### src/common/fwos_pkg.sv
package fwos_pkg;
  localparam logic [3:0]  OFS_CONTROL0_UPPER     = 4'h0;
  localparam logic [3:0]  OFS_ERASE_SELECT_LOWER = 4'h1;
  localparam logic [3:0]  OFS_ERASE_SELECT_UPPER = 4'h2;
  localparam logic [3:0]  OFS_TARGET_ADDRESS_LOW = 4'h3;
  localparam logic [3:0]  OFS_TARGET_ADDRESS_HIGH = 4'h4;
  localparam logic [3:0]  OFS_DATA0_LOW          = 4'h5;
  localparam logic [3:0]  OFS_DATA0_HIGH         = 4'h6;
  localparam logic [3:0]  OFS_DATA1_LOW          = 4'h7;
  localparam logic [3:0]  OFS_DATA1_HIGH         = 4'h8;
  localparam logic [3:0]  OFS_FLASH_ERROR_REG    = 4'h9;
  localparam logic [3:0]  OFS_TEMP_UNPROTECT_REG = 4'hA;
  localparam logic [3:0]  OFS_NV_ACCESS_PROTECT  = 4'hB;
  localparam logic [3:0]  OFS_STATUS             = 4'hC;
  localparam int          BIT_START              = 15;
  localparam int          BIT_SUSPEND            = 14;
  localparam int          BIT_WPG                = 13;
  localparam int          BIT_DOUBLE_WORD_PROGRAM_SELECT               = 12;
  localparam int          BIT_SER                = 11;
  localparam int          BIT_SPR                = 8;
  localparam int          BIT_RESUME_ERR         = 0;
  localparam int          BIT_TEMP_UNPROTECT     = 0;
  localparam int          BIT_ADDRESS_TWO        = 2;
  localparam logic [15:0] SELECT_MASK            = 16'h3900;
  localparam logic [15:0] NV_ADDR_HIGH           = 16'h0008;
  localparam logic [15:0] NV_ACCESS_LOW          = 16'hDFB8;
  localparam logic [15:0] NV_PROTECT1_LOW        = 16'hDFBC;
  localparam logic [15:0] RST_NV                 = 16'hFFFF;
  localparam logic [15:0] RST_ZERO               = 16'h0000;
  localparam int          CLK_PERIOD_NS          = 10;
  localparam int          PROG_TIME_NS           = 1000;
  localparam int          ERASE_TIME_NS          = 20000;
  localparam int          PROG_CYCLES = (PROG_TIME_NS + CLK_PERIOD_NS - 1) / CLK_PERIOD_NS;
  localparam int          ERASE_CYCLES = (ERASE_TIME_NS + CLK_PERIOD_NS - 1) / CLK_PERIOD_NS;
  typedef enum logic [1:0] {
    ST_IDLE = 2'b00,
    ST_BUSY = 2'b01,
    ST_SUSPEND_REQUEST = 2'b11
  } fwos_state_t;
endpackage

### src/common/fwos_if.sv
`timescale 1ns/1ps
interface fwos_if;
  logic        wr_en;
  logic        rd_en;
  logic        word_access;
  logic        indirect;
  logic        from_internal_flash;
  logic [3:0]  addr;
  logic [15:0] wdata;
  logic [15:0] rdata;
  logic        rvalid;
  logic        busy;
  modport dev
  (
    input  wr_en, rd_en, word_access, indirect, from_internal_flash, addr, wdata,
    output rdata, rvalid, busy
  );
  modport host
  (
    output wr_en, rd_en, word_access, indirect, from_internal_flash, addr, wdata,
    input  rdata, rvalid, busy
  );
endinterface

### src/hw/fwos_device.sv
`timescale 1ns/1ps
module fwos_device
  import fwos_pkg::*;
#(
  parameter int PROG_CNT  = PROG_CYCLES,
  parameter int ERASE_CNT = ERASE_CYCLES
)
(
  input  wire logic  clk,
  input  wire logic  reset_n,
  fwos_if.dev        bus,
  output logic        arr_wr_valid,
  output logic [23:0] arr_addr,
  output logic [63:0] arr_data,
  output logic        arr_dword,
  output logic        arr_erase_valid,
  output logic [4:0]  arr_erase_sector,
  output logic        prot_access_on,
  output logic        prot_debug_on
);
  localparam int CW = $clog2((PROG_CNT > ERASE_CNT ? PROG_CNT : ERASE_CNT) + 1);
  if (PROG_CNT < 1 || ERASE_CNT < 1)
  begin : g_cnt_check
    $error("cycle counts must be at least one");
  end

  fwos_state_t st_r;
  logic [15:0] ctl_r, esl_r, esu_r, al_r, ah_r, d0l_r, d0h_r, d1l_r, d1h_r;
  logic [15:0] op_r, saved_r, nv_acc_r, nv_dis_r, nv_ren_r;
  logic        res_err_r, temp_unprotect_bit_r, held_r;
  logic [CW-1:0] tmr_r;
  logic [31:0] esel;
  logic [15:0] wd, sel_w, cur_sel;
  logic        acc_ok, prot_on, perm_off, reg_wr, wc, start_req, go_new, resume;
  logic        resume_ok, nest, abort, suspend_request_req, tmr_end, prog_done, sec_done, erase_done;
  logic [4:0]  low_idx;

  assign wd = bus.wdata;
  assign esel = {esu_r, esl_r};
  assign acc_ok = bus.wr_en & bus.word_access & bus.indirect;
  assign perm_off = $countones(~nv_dis_r) > $countones(~nv_ren_r);
  assign prot_on = ~nv_acc_r[0] & ~temp_unprotect_bit_r & ~perm_off;
  assign reg_wr = acc_ok & (~prot_on | bus.from_internal_flash);
  assign wc = reg_wr & (bus.addr == OFS_CONTROL0_UPPER);
  // a start write only adds bits, so 0x8000 keeps the selection
  assign cur_sel = (ctl_r | wd) & SELECT_MASK;
  assign sel_w = wd & SELECT_MASK;
  assign start_req = wc & wd[BIT_START] & ~wd[BIT_SUSPEND];
  assign go_new = start_req & (st_r == ST_IDLE) & (|cur_sel);
  assign resume = start_req & (st_r == ST_SUSPEND_REQUEST);
  assign resume_ok = resume & (cur_sel == saved_r);
  assign nest = resume & ~held_r & saved_r[BIT_SER] & ~cur_sel[BIT_SER]
              & (cur_sel[BIT_WPG] ^ cur_sel[BIT_DOUBLE_WORD_PROGRAM_SELECT]) & ~cur_sel[BIT_SPR];
  assign abort = resume & ~resume_ok & ~nest;
  // a suspend in the finishing cycle is dropped, the operation completes
  assign suspend_request_req = wc & wd[BIT_SUSPEND] & (st_r == ST_BUSY) & ~held_r & ~op_r[BIT_SPR]
                  & ~tmr_end;
  assign tmr_end = (st_r == ST_BUSY) & (tmr_r == '0);
  assign prog_done = tmr_end & ~op_r[BIT_SER];
  assign sec_done = tmr_end & op_r[BIT_SER];
  assign erase_done = sec_done & ((esel & (esel - 32'h1)) == 32'h0);

  always_comb
  begin
    low_idx = 5'h0;
    for (int i = 31; i >= 0; i--)
      if (esel[i])
        low_idx = 5'(i);
  end

  // operation state
  always_ff @(posedge clk)
  begin
    if (!reset_n)
    begin
      st_r    <= ST_IDLE;
      op_r    <= RST_ZERO;
      saved_r <= RST_ZERO;
      held_r  <= 1'b0;
    end
    else if (go_new || resume_ok)
    begin
      st_r <= ST_BUSY;
      op_r <= cur_sel;
    end
    else if (nest)
    begin
      st_r   <= ST_BUSY;
      op_r   <= cur_sel;
      held_r <= 1'b1;
    end
    else if (abort)
      st_r <= ST_IDLE;
    else if (suspend_request_req)
    begin
      st_r    <= ST_SUSPEND_REQUEST;
      saved_r <= op_r;
    end
    else if (prog_done || erase_done)
    begin
      st_r   <= held_r ? ST_SUSPEND_REQUEST : ST_IDLE;
      op_r   <= held_r ? saved_r : RST_ZERO;
      held_r <= 1'b0;
    end
  end

  // cycle timer; an erase resumed after a nested program restarts its sector
  always_ff @(posedge clk)
  begin
    if (!reset_n)
      tmr_r <= '0;
    else if (go_new || nest)
      tmr_r <= cur_sel[BIT_SER] ? CW'(ERASE_CNT - 1) : CW'(PROG_CNT - 1);
    else if ((sec_done && !erase_done) || (prog_done && held_r))
      tmr_r <= CW'(ERASE_CNT - 1);
    else if (st_r == ST_BUSY && tmr_r != '0)
      tmr_r <= tmr_r - CW'(1);
  end

  // control register zero upper
  always_ff @(posedge clk)
  begin
    if (!reset_n)
      ctl_r <= RST_ZERO;
    else if (prog_done || erase_done || abort)
      ctl_r <= held_r ? (ctl_r & ~16'h8000) : RST_ZERO;
    else if (go_new || resume_ok || nest)
      ctl_r <= cur_sel | 16'h8000;
    else if (wc && !wd[BIT_START])
      ctl_r <= wd & (SELECT_MASK | 16'h4000);
  end

  // erase selection, cleared sector by sector
  always_ff @(posedge clk)
  begin
    if (!reset_n)
    begin
      esl_r <= RST_ZERO;
      esu_r <= RST_ZERO;
    end
    else if (sec_done)
    begin
      esl_r <= esl_r & (esl_r - 16'h1 | (esl_r == RST_ZERO ? 16'hFFFF : 16'h0));
      esu_r <= (esl_r == RST_ZERO) ? (esu_r & (esu_r - 16'h1)) : esu_r;
    end
    else if (reg_wr && st_r != ST_BUSY && bus.addr == OFS_ERASE_SELECT_LOWER)
      esl_r <= wd;
    else if (reg_wr && st_r != ST_BUSY && bus.addr == OFS_ERASE_SELECT_UPPER)
      esu_r <= wd;
  end

  // address and data registers
  always_ff @(posedge clk)
  begin
    if (!reset_n)
    begin
      al_r  <= RST_ZERO;
      ah_r  <= RST_ZERO;
      d0l_r <= RST_ZERO;
      d0h_r <= RST_ZERO;
      d1l_r <= RST_ZERO;
      d1h_r <= RST_ZERO;
    end
    else if (reg_wr && st_r != ST_BUSY)
    begin
      case (bus.addr)
        OFS_TARGET_ADDRESS_LOW:  al_r  <= wd;
        OFS_TARGET_ADDRESS_HIGH: ah_r  <= wd;
        OFS_DATA0_LOW:           d0l_r <= wd;
        OFS_DATA0_HIGH:          d0h_r <= wd;
        OFS_DATA1_LOW:           d1l_r <= wd;
        OFS_DATA1_HIGH:          d1h_r <= wd;
        default:                 al_r  <= al_r;
      endcase
    end
  end

  // error flag; the abort wins over a clearing write
  always_ff @(posedge clk)
  begin
    if (!reset_n)
      res_err_r <= 1'b0;
    else if (abort)
      res_err_r <= 1'b1;
    else if (reg_wr && bus.addr == OFS_FLASH_ERROR_REG && !wd[BIT_RESUME_ERR])
      res_err_r <= 1'b0;
  end

  // temporary unprotect, only from internal flash fetches
  always_ff @(posedge clk)
  begin
    if (!reset_n)
      temp_unprotect_bit_r <= 1'b0;
    else if (acc_ok && bus.from_internal_flash && bus.addr == OFS_TEMP_UNPROTECT_REG)
      temp_unprotect_bit_r <= wd[BIT_TEMP_UNPROTECT];
  end

  // nonvolatile protection; programming only clears bits
  always_ff @(posedge clk)
  begin
    if (!reset_n)
    begin
      nv_acc_r <= RST_NV;
      nv_dis_r <= RST_NV;
      nv_ren_r <= RST_NV;
    end
    else if (prog_done && op_r[BIT_SPR] && ah_r == NV_ADDR_HIGH)
    begin
      if (al_r == NV_ACCESS_LOW)
        nv_acc_r <= nv_acc_r & d0l_r;
      if (al_r == NV_PROTECT1_LOW)
      begin
        nv_dis_r <= nv_dis_r & d0l_r;
        nv_ren_r <= nv_ren_r & (d0h_r | nv_dis_r);
      end
    end
  end

  // array writes and erase pulses
  always_ff @(posedge clk)
  begin
    if (!reset_n)
    begin
      arr_wr_valid     <= 1'b0;
      arr_addr         <= 24'h0;
      arr_data         <= 64'h0;
      arr_dword        <= 1'b0;
      arr_erase_valid  <= 1'b0;
      arr_erase_sector <= 5'h0;
    end
    else
    begin
      arr_wr_valid    <= prog_done & ~op_r[BIT_SPR];
      arr_erase_valid <= sec_done;
      if (sec_done)
        arr_erase_sector <= low_idx;
      if (prog_done && !op_r[BIT_SPR])
      begin
        arr_dword <= op_r[BIT_DOUBLE_WORD_PROGRAM_SELECT];
        arr_addr  <= {ah_r[7:0], al_r[15:3], al_r[2] & ~op_r[BIT_DOUBLE_WORD_PROGRAM_SELECT], al_r[1:0]};
        arr_data  <= op_r[BIT_DOUBLE_WORD_PROGRAM_SELECT] ? {d1h_r, d1l_r, d0h_r, d0l_r}
                                    : {32'h0, d0h_r, d0l_r};
      end
    end
  end

  // register read port and status outputs
  always_ff @(posedge clk)
  begin
    if (!reset_n)
    begin
      bus.rdata      <= RST_ZERO;
      bus.rvalid     <= 1'b0;
      bus.busy       <= 1'b0;
      prot_access_on <= 1'b0;
      prot_debug_on  <= 1'b0;
    end
    else
    begin
      bus.rvalid     <= bus.rd_en;
      bus.busy       <= (st_r == ST_BUSY);
      prot_access_on <= prot_on;
      prot_debug_on  <= ~nv_acc_r[1] & ~perm_off;
      case (bus.addr)
        OFS_CONTROL0_UPPER:      bus.rdata <= held_r ? (ctl_r & ~16'h4800) : ctl_r;
        OFS_ERASE_SELECT_LOWER:  bus.rdata <= esl_r;
        OFS_ERASE_SELECT_UPPER:  bus.rdata <= esu_r;
        OFS_TARGET_ADDRESS_LOW:  bus.rdata <= al_r;
        OFS_TARGET_ADDRESS_HIGH: bus.rdata <= ah_r;
        OFS_DATA0_LOW:           bus.rdata <= d0l_r;
        OFS_DATA0_HIGH:          bus.rdata <= d0h_r;
        OFS_DATA1_LOW:           bus.rdata <= d1l_r;
        OFS_DATA1_HIGH:          bus.rdata <= d1h_r;
        OFS_FLASH_ERROR_REG:     bus.rdata <= {15'h0, res_err_r};
        OFS_TEMP_UNPROTECT_REG:  bus.rdata <= {15'h0, temp_unprotect_bit_r};
        OFS_NV_ACCESS_PROTECT:   bus.rdata <= nv_acc_r;
        OFS_STATUS:              bus.rdata <= {13'h0, held_r, st_r};
        default:                 bus.rdata <= RST_ZERO;
      endcase
    end
  end
endmodule

### src/flat_wrapper.sv
// flat-port wrapper written by rule: the top's interface ports become plain ports
module fwos_device_flat import fwos_pkg::*;
#(
  parameter int PROG_CNT  = PROG_CYCLES,
  parameter int ERASE_CNT = ERASE_CYCLES
)
  (clk, reset_n, arr_wr_valid, arr_addr, arr_data, arr_dword, arr_erase_valid, arr_erase_sector, prot_access_on, prot_debug_on, bus_wr_en, bus_rd_en, bus_word_access, bus_indirect, bus_from_internal_flash, bus_addr, bus_wdata, bus_rdata, bus_rvalid, bus_busy);
  fwos_if bus_i ();
  input  wire logic clk;
  input  wire logic reset_n;
  output logic arr_wr_valid;
  output logic [23:0] arr_addr;
  output logic [63:0] arr_data;
  output logic arr_dword;
  output logic arr_erase_valid;
  output logic [4:0] arr_erase_sector;
  output logic prot_access_on;
  output logic prot_debug_on;
  input wire logic [$bits(bus_i.wr_en)-1:0] bus_wr_en;
  input wire logic [$bits(bus_i.rd_en)-1:0] bus_rd_en;
  input wire logic [$bits(bus_i.word_access)-1:0] bus_word_access;
  input wire logic [$bits(bus_i.indirect)-1:0] bus_indirect;
  input wire logic [$bits(bus_i.from_internal_flash)-1:0] bus_from_internal_flash;
  input wire logic [$bits(bus_i.addr)-1:0] bus_addr;
  input wire logic [$bits(bus_i.wdata)-1:0] bus_wdata;
  output wire logic [$bits(bus_i.rdata)-1:0] bus_rdata;
  output wire logic [$bits(bus_i.rvalid)-1:0] bus_rvalid;
  output wire logic [$bits(bus_i.busy)-1:0] bus_busy;
  assign bus_i.wr_en = bus_wr_en;
  assign bus_i.rd_en = bus_rd_en;
  assign bus_i.word_access = bus_word_access;
  assign bus_i.indirect = bus_indirect;
  assign bus_i.from_internal_flash = bus_from_internal_flash;
  assign bus_i.addr = bus_addr;
  assign bus_i.wdata = bus_wdata;
  assign bus_rdata = bus_i.rdata;
  assign bus_rvalid = bus_i.rvalid;
  assign bus_busy = bus_i.busy;
  fwos_device #(.PROG_CNT(PROG_CNT), .ERASE_CNT(ERASE_CNT)) u_core (.clk(clk), .reset_n(reset_n), .bus(bus_i), .arr_wr_valid(arr_wr_valid), .arr_addr(arr_addr), .arr_data(arr_data), .arr_dword(arr_dword), .arr_erase_valid(arr_erase_valid), .arr_erase_sector(arr_erase_sector), .prot_access_on(prot_access_on), .prot_debug_on(prot_debug_on));
endmodule
### config.mk
export PLATFORM = sky130hd
export DESIGN_NAME = fwos_device_flat
export DESIGN_NICKNAME = d
export VERILOG_FILES = /design/src/common/fwos_pkg.sv /design/src/common/fwos_if.sv /design/src/hw/fwos_device.sv /design/src/flat_wrapper.sv
export SDC_FILE = /design/constraint.sdc
export NUM_CORES = 1
export LEC_CHECK = 0
export BUFFER_PORTS_ARGS = -buffer_cell sky130_fd_sc_hd__buf_2
export CAP_MARGIN = 0
export CORE_ASPECT_RATIO = 0.75
export CORE_MARGIN = 2
export CORE_UTILIZATION = 45
export DETAILED_ROUTE_END_ITERATION = 10
export GPL_ROUTABILITY_DRIVEN = 0
export PLACE_DENSITY_LB_ADDON = 0.25
export SLEW_MARGIN = 20
export SYNTH_ARGS = -nofsm -noshare
export SYNTH_HDL_FRONTEND = slang
export SYNTH_SLANG_ARGS = --single-unit
### constraint.sdc
create_clock -name clk -period 6.8 [get_ports clk]
set_input_delay 0 -clock clk [delete_from_list [all_inputs] [get_ports clk]]
set_output_delay 0 -clock clk [all_outputs]
set_load 0.05 [all_outputs]
==> results.json, run 1 <==
{
  "portBuffers": 142,
  "drive_gt1_share_pct": 12.7,
  "regToRegSetupSlack_ns": 0.44,
  "cp-endpoint": "u_core.st_r[0]",
  "die_w_um": 220,
  "synth_area_um2": 15800,
  "htreeDepth": 2,
  "combPwrFrac_pct": 5.0,
  "setup_viol": 0,
  "fillers": 3262,
  "dp_hpwl_um": 36700,
  "synthFlopType": "dfxtp_1",
  "clock_sinks": 346,
  "mostFrequentLayoutCell": "nand2_1",
  "r2r_start": "u_core.nv_dis_r[0]",
  "fin_crit_ns": 6.36,
  "worstPathArrival_ns": 6.77,
  "finalPower_mw": 4.27,
  "regMostFlops": "u_core.arr_data",
  "critical_path_required_ns": 7.21,
  "rr_worst_depth": 23,
  "cts_buffer_depth": 3,
  "net-switching-power_mw": 1.02,
  "reg.largest.list": "u_core.arr_data x64, u_core.arr_addr x24",
  "period_share_pct": 93.6,
  "drt_drc_violations_left": 0,
  "area_growth_pct": 14.7,
  "power_density_nw_per_um2": 236,
  "rsz0062_at_grt": "no",
  "ys_types": 72,
  "max_freq_mhz": 157,
  "die-area_um2": 36700,
  "die_height_um": 166,
  "synth-edff-count": 0,
  "ant_nets": 0,
  "synth_nets": 2076,
  "place_ws_ns": 0.374,
  "hp-class": "input pin to register",
  "cts_setup_buffers": 0,
  "cts_inserted_buffers": 35,
  "grt_pass1_vias": 14000,
  "critPathLaunch": "u_core.nv_dis_r[0]",
  "r2r-end": "u_core.st_r[0]",
  "slew_headroom_pct": 31.7,
  "ys_seq_elements": 346,
  "cp_max_fo": 17,
  "clock-root-buffer": "clkbuf_16",
  "drtIter0Drc": 2013,
  "core_um2": 34600,
  "wl_um": 53900,
  "num-nets-final": 2146,
  "power_frac_seq_pct": 47.8,
  "place_inst": 2450,
  "final_cell_mix": "nand2_1, dfxtp_1, a21oi_1",
  "clkTransAtPathRegs_ns": 0.07,
  "wl_per_cell_um": 21.3,
  "swShare_pct": 23.8,
  "grt_max_degree": 106,
  "place_area_um2": 16700,
  "worst-setup-path-type": "register to register",
  "clock_power_share_pct": 47.3,
  "finalSetupTns_ns": 0,
  "yosys_warnings": 0,
  "p_int_mw": 3.26,
  "worstMarginPinSlew_ns": 1.02,
  "clkLatencyLatePin_ns": 0.55,
  "cellLeakagePower_nw": 7.20,
  "drtPass1Iterations": 6,
  "cts_tree": "built",
  "syn_inst": 1980,
  "slew_viol_final": 0,
  "ys_seq_area_share_pct": 43.8,
  "grt_overflow": 0,
  "cap_violations": 0,
  "finalHoldViolCount": 0,
  "peakVddDrop_mv": 0.164,
  "vias": 15400,
  "synthArstFlopShare_pct": 0,
  "grt_use_total_pct": 29.2,
  "drt-vias-per-instance": 6.06,
  "clock_skew_ns": 0.0278,
  "status": "finished clean",
  "antenna_found_initial": 2,
  "final_cells": 2535,
  "finalInstanceArea_um2": 18100,
  "syn_avg_cell_area_um2": 7.98,
  "end_kind": "register",
  "grt_pass1_wl_um": 83800,
  "worstSetupStartpointType": "register",
  "initial_core_util_pct": 45.6,
  "io_pins": 143,
  "std_cell_rows": 59,
  "postLayoutSetupSlackWorst_ns": 0.436,
  "largest_register_ff_count": 64
}
## worst min path at each step
stage	startpoint	endpoint	cells after the start
floorplan	bus_rd_en	u_core.bus.rvalid	1
global placement	bus_rd_en	u_core.bus.rvalid	2
detailed placement	bus_rd_en	u_core.bus.rvalid	2
CTS	bus_addr[3]	u_core.bus.rdata[2]	3
global route	reset_n	u_core.nv_acc_r[12]	3
finish	reset_n	u_core.nv_acc_r[12]	3
## per-layer routing
metal / vias up / wire, um / track usage (%)
met1: 7318 / 23700 / 43.6
met3: 134 / 5860 / 5.84
met4: 0 / 1900 / 10.4
met5: - / 0 / 0
met2: 841 / 22500 / 41.2
li1: 7078 / - / -
## repair_timing
item	CTS	global route
hold buffers	20	0
endpoints found under the setup margin	0	38
gates resized for setup	0	3
endpoints found under the hold margin	123	0
## through the flow
step           hold slack [ns]  utilization (%)
2_1_floorplan            0.127                -
3_3_place_gp             0.209             48.3
3_5_place_dp             0.214             48.3
4_1_cts                 0.0796             52.3
5_1_grt                  0.106             52.4
6_report                0.0891             52.4
## power groups by stage
| stage | Combinational [mW] | Sequential [mW] | Clock [mW] |
|---|---|---|---|
| floorplan | 0.123 | 2.09 | 0 |
| global placement | 0.196 | 2.09 | 0 |
| detailed placement | 0.197 | 2.09 | 0 |
| CTS | 0.207 | 2.04 | 2.04 |
| global route | 0.226 | 2.04 | 2.12 |
| finish | 0.212 | 2.04 | 2.02 |
## cell families after synthesis
logic type	after synthesis	share of synthesized area [%]
adder cells (fa/ha/maj)	69	6.51
flip-flops	346	43.8
multiplexers	6	0.412
buffers and inverters	253	6.25
AND/OR/NAND/NOR	772	22.3
XOR/XNOR	8	0.443
AO/OA/AOI/OAI	526	20.3
## final cells by class
| class | instances | area [um2] | share of cell area, % |
|---|---|---|---|
| sequential | 346 | 6930 | 38.2 |
| clock buffer | 48 | 986 | 5.44 |
| inverter | 95 | 364 | 2.01 |
| multi-input combinational | 1381 | 7960 | 43.9 |
| antenna | 2 | 5.00 | 0.0276 |
| timing repair buffer | 191 | 1130 | 6.22 |
| clock inverter | 15 | 196 | 1.08 |
| tap | 457 | 572 | 3.15 |
## cells in the mapped netlist, types with 5 or more instances
cell      count  area (um2)
nand2_1     372        1400
a22o_1       15         131
or3_1        11        68.8
a222oi_1     13         130
or2_2         8        50.1
clkbuf_1    128         480
o31ai_1       6        45.0
fa_1         22         440
a31oi_1      20         125
nor2b_1       8        50.1
nand3_1     158         791
inv_1        95         357
buf_2         9        45.0
nand2b_1     11        68.8
nor4_1       20         125
and3_1        9        56.3
a21oi_1     242        1210
a21o_1        7        52.6
nor2_1       88         330
dfxtp_1     346        6930
buf_1         9        33.8
xnor2_1       5        43.8
or4_1         9        67.6
a22oi_1      49         368
nor3_1       41         205
o21a_1        5        37.5
o21ai_0      99         495
a221oi_1     18         158
clkbuf_2     10        50.1
nand4_1      14        87.6
ha_1         47         588
## worst max-delay path: stages (launching register included)
cell,delay (ns)
dfxtp_1,0.35
inv_1,0.05
ha_1,0.28
inv_1,0.05
fa_1,0.54
inv_1,0.06
fa_1,0.44
fa_1,0.52
inv_1,0.06
fa_1,0.53
inv_1,0.05
ha_1,0.22
fa_1,0.38
xor2_1,0.16
ha_1,0.31
a21o_1,0.20
a2111oi_1,0.51
o31ai_1,0.20
buf_4,0.18
and2_1,0.17
and3_1,0.40
o21bai_1,0.27
o211ai_1,0.13
o311a_1,0.17
No activity file was read; power rests on OpenSTA's default activity.
==> run 2, diff against run 1 <==
--- a/config.mk
+++ b/config.mk
@@ -9,10 +9,10 @@
 export CAP_MARGIN = 0
 export CORE_ASPECT_RATIO = 0.75
 export CORE_MARGIN = 2
-export CORE_UTILIZATION = 45
+export CORE_UTILIZATION = 35
 export DETAILED_ROUTE_END_ITERATION = 10
 export GPL_ROUTABILITY_DRIVEN = 0
-export PLACE_DENSITY_LB_ADDON = 0.25
+export PLACE_DENSITY = 0.64
 export SLEW_MARGIN = 20
 export SYNTH_ARGS = -nofsm -noshare
 export SYNTH_HDL_FRONTEND = slang
==> run 2 against run 1 <==
  * Critical path depth did not move
  * Via count rose by 0.27%
  * Flip-flop and latch count did not move
  * Die area rose by 28%
  * Worst hold slack got worse by 0.0045 ns
  * Final area rose by 0.97%
  * First-iteration DRC count rose by 21%
  * Power rose by 0.43%
  * Clock-buffer cell count rose by 5
  * Register-to-register slack got worse by 0.02 ns
  * Critical path type unchanged
  * Largest cell class unchanged
  * Largest power group unchanged
==> results.json, run 2 (synthesis gave the netlist of run 1 again) <==
{
  "drt_drc_violations_left": 0,
  "worstMarginPinSlew_ns": 1.07,
  "routed-wl-met2_um": 22300,
  "place_inst": 2581,
  "rsz0062_at_grt": "no",
  "hp-class": "input pin to register",
  "die_height_um": 188,
  "critical_path_required_ns": 7.27,
  "cellLeakagePower_nw": 7.22,
  "finalSetupTns_ns": 0,
  "dp_hpwl_um": 38600,
  "status": "finished clean",
  "grt_overflow": 0,
  "period_share_pct": 93.9,
  "grt_max_degree": 166,
  "vias": 15400,
  "clkLatencyLatePin_ns": 0.54,
  "cts_setup_buffers": 0,
  "cap_violations": 0,
  "portBuffers": 142,
  "cts_tree": "built",
  "mostFrequentLayoutCell": "nand2_1",
  "clock_sinks": 346,
  "drt-vias-per-instance": 5.78,
  "peakVddDrop_mv": 0.137,
  "drive_gt1_share_pct": 12.8,
  "worstSetupStartpointType": "register",
  "die-area_um2": 46900,
  "power_density_nw_per_um2": 234,
  "slew_headroom_pct": 28.6,
  "clkTransAtPathRegs_ns": 0.07,
  "cts-resized-gates": 0,
  "drtPass1Iterations": 8,
  "final_cells": 2667,
  "finalHoldViolCount": 0,
  "grt_pass1_vias": 14400,
  "place_ws_ns": 0.434,
  "wl_met3_um": 6390,
  "m1WireLength_um": 24800,
  "initial_core_util_pct": 35.4,
  "worst-setup-path-type": "register to register",
  "num-nets-final": 2148,
  "die_w_um": 249,
  "worstPathArrival_ns": 6.85,
  "wl_per_cell_um": 20.9,
  "grt_use_total_pct": 23.1,
  "wl_um": 55700,
  "ant_nets": 0,
  "regMostFlops": "u_core.arr_data",
  "largest_register_ff_count": 64,
  "clock-root-buffer": "clkbuf_16",
  "fin_crit_ns": 6.38,
  "finalInstanceArea_um2": 18300,
  "place_area_um2": 16900,
  "core_um2": 44600,
  "postLayoutSetupSlackWorst_ns": 0.418,
  "grt_pass1_wl_um": 85400,
  "fillers": 4512,
  "slew_viol_final": 0,
  "cp_max_fo": 8,
  "route.top_layer_used": "met5",
  "regToRegSetupSlack_ns": 0.42,
  "end_kind": "register",
  "clock_skew_ns": 0.0174,
  "std_cell_rows": 67,
  "cts_inserted_buffers": 36,
  "io_pins": 143,
  "setup_viol": 0,
  "drtIter0Drc": 2431,
  "max_freq_mhz": 157,
  "area_growth_pct": 15.9,
  "final_cell_mix": "nand2_1, dfxtp_1, a21oi_1",
  "reg.largest.list": "u_core.arr_data x64, u_core.arr_addr x24",
  "cts_buffer_depth": 3,
  "htreeDepth": 2,
  "antenna_found_initial": 2
}
==> run 2: changes by cell type in the layout (fill, tap and decap cells not counted), moves of 2 or more <==
cell and delta:
bufinv_16 -2, inv_6 +2, buf_4 +2, clkbuf_8 +5
clkinv_2 -2
==> run 2: report_power, final <==
part | leakage, nW | switching (mW) | total (mW) | internal [mW]
sequential | 2.79 | 0.00926 | 2.04 | 2.03
combinational | 3.84 | 0.168 | 0.216 | 0.0474
clock | 0.591 | 0.856 | 2.04 | 1.18
total | 7.22 | 1.03 | 4.29 | 3.26
==> run 2: metrics by stage <==
step | power, mW | util, % | hold WS, ns
3_3_place_gp | 2.29 | 37.9 | 0.212
6_report | 4.29 | 41.1 | 0.0846
3_5_place_dp | 2.29 | 37.9 | 0.218
2_1_floorplan | 2.21 | - | 0.127
4_1_cts | 4.32 | 41.0 | 0.0270
5_1_grt | 4.42 | 41.0 | 0.0772
==> run 2: what timing repair did <==
item / in CTS / in global routing
endpoints found under the hold margin: 124 / 0
hold buffers: 19 / 0
endpoints found under the setup margin: 0 / 0
==> run 2: area by class of cell <==
type / instances / area, um2 / area share, %
inverter: 95 / 364 / 1.99
clock buffer: 53 / 1080 / 5.88
antenna: 2 / 5.00 / 0.0273
timing repair buffer: 192 / 1130 / 6.19
sequential: 346 / 6930 / 37.8
clock inverter: 12 / 126 / 0.690
multi-input combinational: 1381 / 7950 / 43.4
tap: 586 / 733 / 4.00
==> run 2: critical path, stage by stage, from the launching register on <==
cell       delay, ns
dfxtp_1         0.35
inv_1           0.06
ha_1            0.27
inv_1           0.06
fa_1            0.55
inv_1           0.06
fa_1            0.44
fa_1            0.51
inv_1           0.05
fa_1            0.53
inv_1           0.04
ha_1            0.21
fa_1            0.38
xor2_1          0.15
ha_1            0.30
a21o_1          0.19
a2111oi_0       0.56
o31ai_1         0.17
buf_4           0.18
nand4_1         0.13
nor3_1          0.11
a21oi_1         0.41
mux2_2          0.41
o2bb2ai_1       0.16
==> run 2: final timing paths <==
check,startpoint,endpoint,cells past startpoint
setup / recovery,u_core.nv_dis_r[1],u_core.ctl_r[13],23
hold / removal,reset_n,u_core.nv_acc_r[1],3
setup reg to reg,u_core.nv_dis_r[1],u_core.ctl_r[13],23
hold reg to reg,u_core.arr_data[26],u_core.arr_data[26],2
==> run 2: routing by layer <==
metal / global-route usage [%] / up-vias
li1: - / 7078
met1: 33.7 / 7320
met2: 32.8 / 858
met3: 5.94 / 155
met4: 7.90 / 2
met5: 0 / -
==> run 3, diff against run 2 <==
--- a/config.mk
+++ b/config.mk
@@ -5,7 +5,7 @@
 export SDC_FILE = /design/constraint.sdc
 export NUM_CORES = 1
 export LEC_CHECK = 0
-export BUFFER_PORTS_ARGS = -buffer_cell sky130_fd_sc_hd__buf_2
+export BUFFER_PORTS_ARGS = -buffer_cell sky130_fd_sc_hd__buf_4
 export CAP_MARGIN = 0
 export CORE_ASPECT_RATIO = 0.75
 export CORE_MARGIN = 2
==> run 3 against run 2 <==
  * Final area grew 2.6%
  * Fmax shrank 0.53%
  * Flip-flop and latch count is the same
  * Largest cell class unchanged
  * Highest routed layer is now met4
==> results.json, run 3 (synthesis gave the netlist of run 1 again) <==
{
  "finalPower_mw": 4.48,
  "seq_area_um2": 6930,
  "power_density_nw_per_um2": 239,
  "clkLatencyLatePin_ns": 0.55,
  "postLayoutSetupSlackWorst_ns": 0.384,
  "ant_nets": 0,
  "multi_input_area_um2": 7960,
  "cts_buffer_depth": 3,
  "postLayoutCoreUtil_pct": 42.1,
  "worst-setup-path-type": "register to register",
  "regToRegSetupSlack_ns": 0.38,
  "cts_inserted_buffers": 37,
  "worstMarginPinSlew_ns": 1.03,
  "worstPathArrival_ns": 6.81,
  "end_kind": "register",
  "num-nets-final": 2144,
  "finalHoldViolCount": 0,
  "drtIter0Drc": 2096,
  "io_pins": 143,
  "drt_drc_violations_left": 0,
  "place_ws_ns": 0.322,
  "peakVddDrop_mv": 0.153,
  "drive_gt1_share_pct": 12.8,
  "drt-vias-per-instance": 5.84,
  "status": "finished clean",
  "fin_crit_ns": 6.42,
  "clock_sinks": 346,
  "grt_pass1_vias": 14300,
  "fillers": 4365,
  "final_cell_mix": "nand2_1, dfxtp_1, a21oi_1",
  "dp_hpwl_um": 38300,
  "cellLeakagePower_nw": 7.26,
  "period_share_pct": 94.4,
  "drtPass1Iterations": 7,
  "portBuffers": 142,
  "htreeDepth": 2,
  "core_um2": 44600,
  "grt_overflow": 0,
  "hp-class": "input pin to register",
  "largest_register_ff_count": 64,
  "slew_viol_final": 0,
  "cp_max_fo": 16,
  "antenna_found_initial": 0,
  "critical_path_required_ns": 7.20,
  "rsz0062_at_grt": "no",
  "reg.largest.list": "u_core.arr_data x64, u_core.arr_addr x24",
  "regMostFlops": "u_core.arr_data",
  "cap_violations": 0,
  "clock-root-buffer": "clkbuf_16",
  "wl_per_cell_um": 21.0,
  "vias": 15500,
  "wl_um": 55800,
  "grt_use_total_pct": 23.0,
  "max_freq_mhz": 156,
  "finalInstanceArea_um2": 18800,
  "initial_core_util_pct": 35.4,
  "grt_pass1_wl_um": 85100,
  "worstSetupStartpointType": "register",
  "clkTransAtPathRegs_ns": 0.06,
  "clock_skew_ns": 0.0212,
  "die_height_um": 188,
  "cts_tree": "built",
  "mostFrequentLayoutCell": "nand2_1",
  "cts_setup_buffers": 0,
  "grt_max_degree": 109,
  "std_cell_rows": 67,
  "die_w_um": 249,
  "die-area_um2": 46900,
  "area_growth_pct": 18.9,
  "slew_headroom_pct": 31.5,
  "place_area_um2": 17200,
  "finalSetupTns_ns": 0,
  "setup_viol": 0
}
[run 3: worst max-delay path, stage by stage (launching register included)]
cell,delay (ns)
dfxtp_1,0.35
inv_1,0.05
ha_1,0.27
inv_1,0.05
fa_1,0.53
inv_1,0.06
fa_1,0.44
fa_1,0.52
inv_1,0.05
fa_1,0.53
inv_1,0.05
ha_1,0.22
fa_1,0.40
xor2_1,0.16
ha_1,0.31
and3_1,0.21
and3_1,0.20
o31ai_2,0.40
nand2_1,0.25
nor2_4,0.43
nand2_1,0.49
nand2_1,0.20
a21oi_1,0.08
[run 3: per-layer routing]
metal / track usage [%] / up-vias / wire length [um]
met3: 5.15 / 129 / 5860
met4: 7.60 / 0 / 1810
met2: 32.8 / 884 / 23000
li1: - / 7065 / -
met5: 0 / - / 0
met1: 33.9 / 7455 / 25200
[run 3: worst paths after layout]
| path | to | cells past startpoint | startpoint |
|---|---|---|---|
| worst max-delay path | u_core.d0h_r[2] | 22 | u_core.nv_dis_r[0] |
| worst max register to register | u_core.d0h_r[2] | 22 | u_core.nv_dis_r[0] |
| worst min-delay path | u_core.bus.rdata[1] | 3 | bus_addr[2] |
| worst min register to register | u_core.op_r[14] | 2 | u_core.op_r[14] |
[run 3: cell type report]
type,instances,area share [%]
multi-input combinational,1381,42.4
sequential,346,36.9
timing repair buffer,187,7.81
clock buffer,48,5.64
tap,586,3.90
inverter,95,1.94
clock inverter,17,1.43
antenna,1,0.0133
[run 3: what timing repair did]
item,in CTS,in global routing
setup endpoints to repair,0,96
hold endpoints to repair,169,0
resized for setup,0,2
hold buffers,20,0
[run 3: stage by stage]
stage	hold WS, ns	std cells
2_1_floorplan	0.127	1980
3_3_place_gp	0.215	2575
3_5_place_dp	0.214	2575
4_1_cts	0.0207	2660
5_1_grt	0.0399	2660
6_report	0.0739	2661
[run 3: report_power, final]
part           internal, mW  switching, mW
logic                0.0539          0.170
clock network          1.33          0.882
registers              2.03        0.00926
total                  3.42           1.06
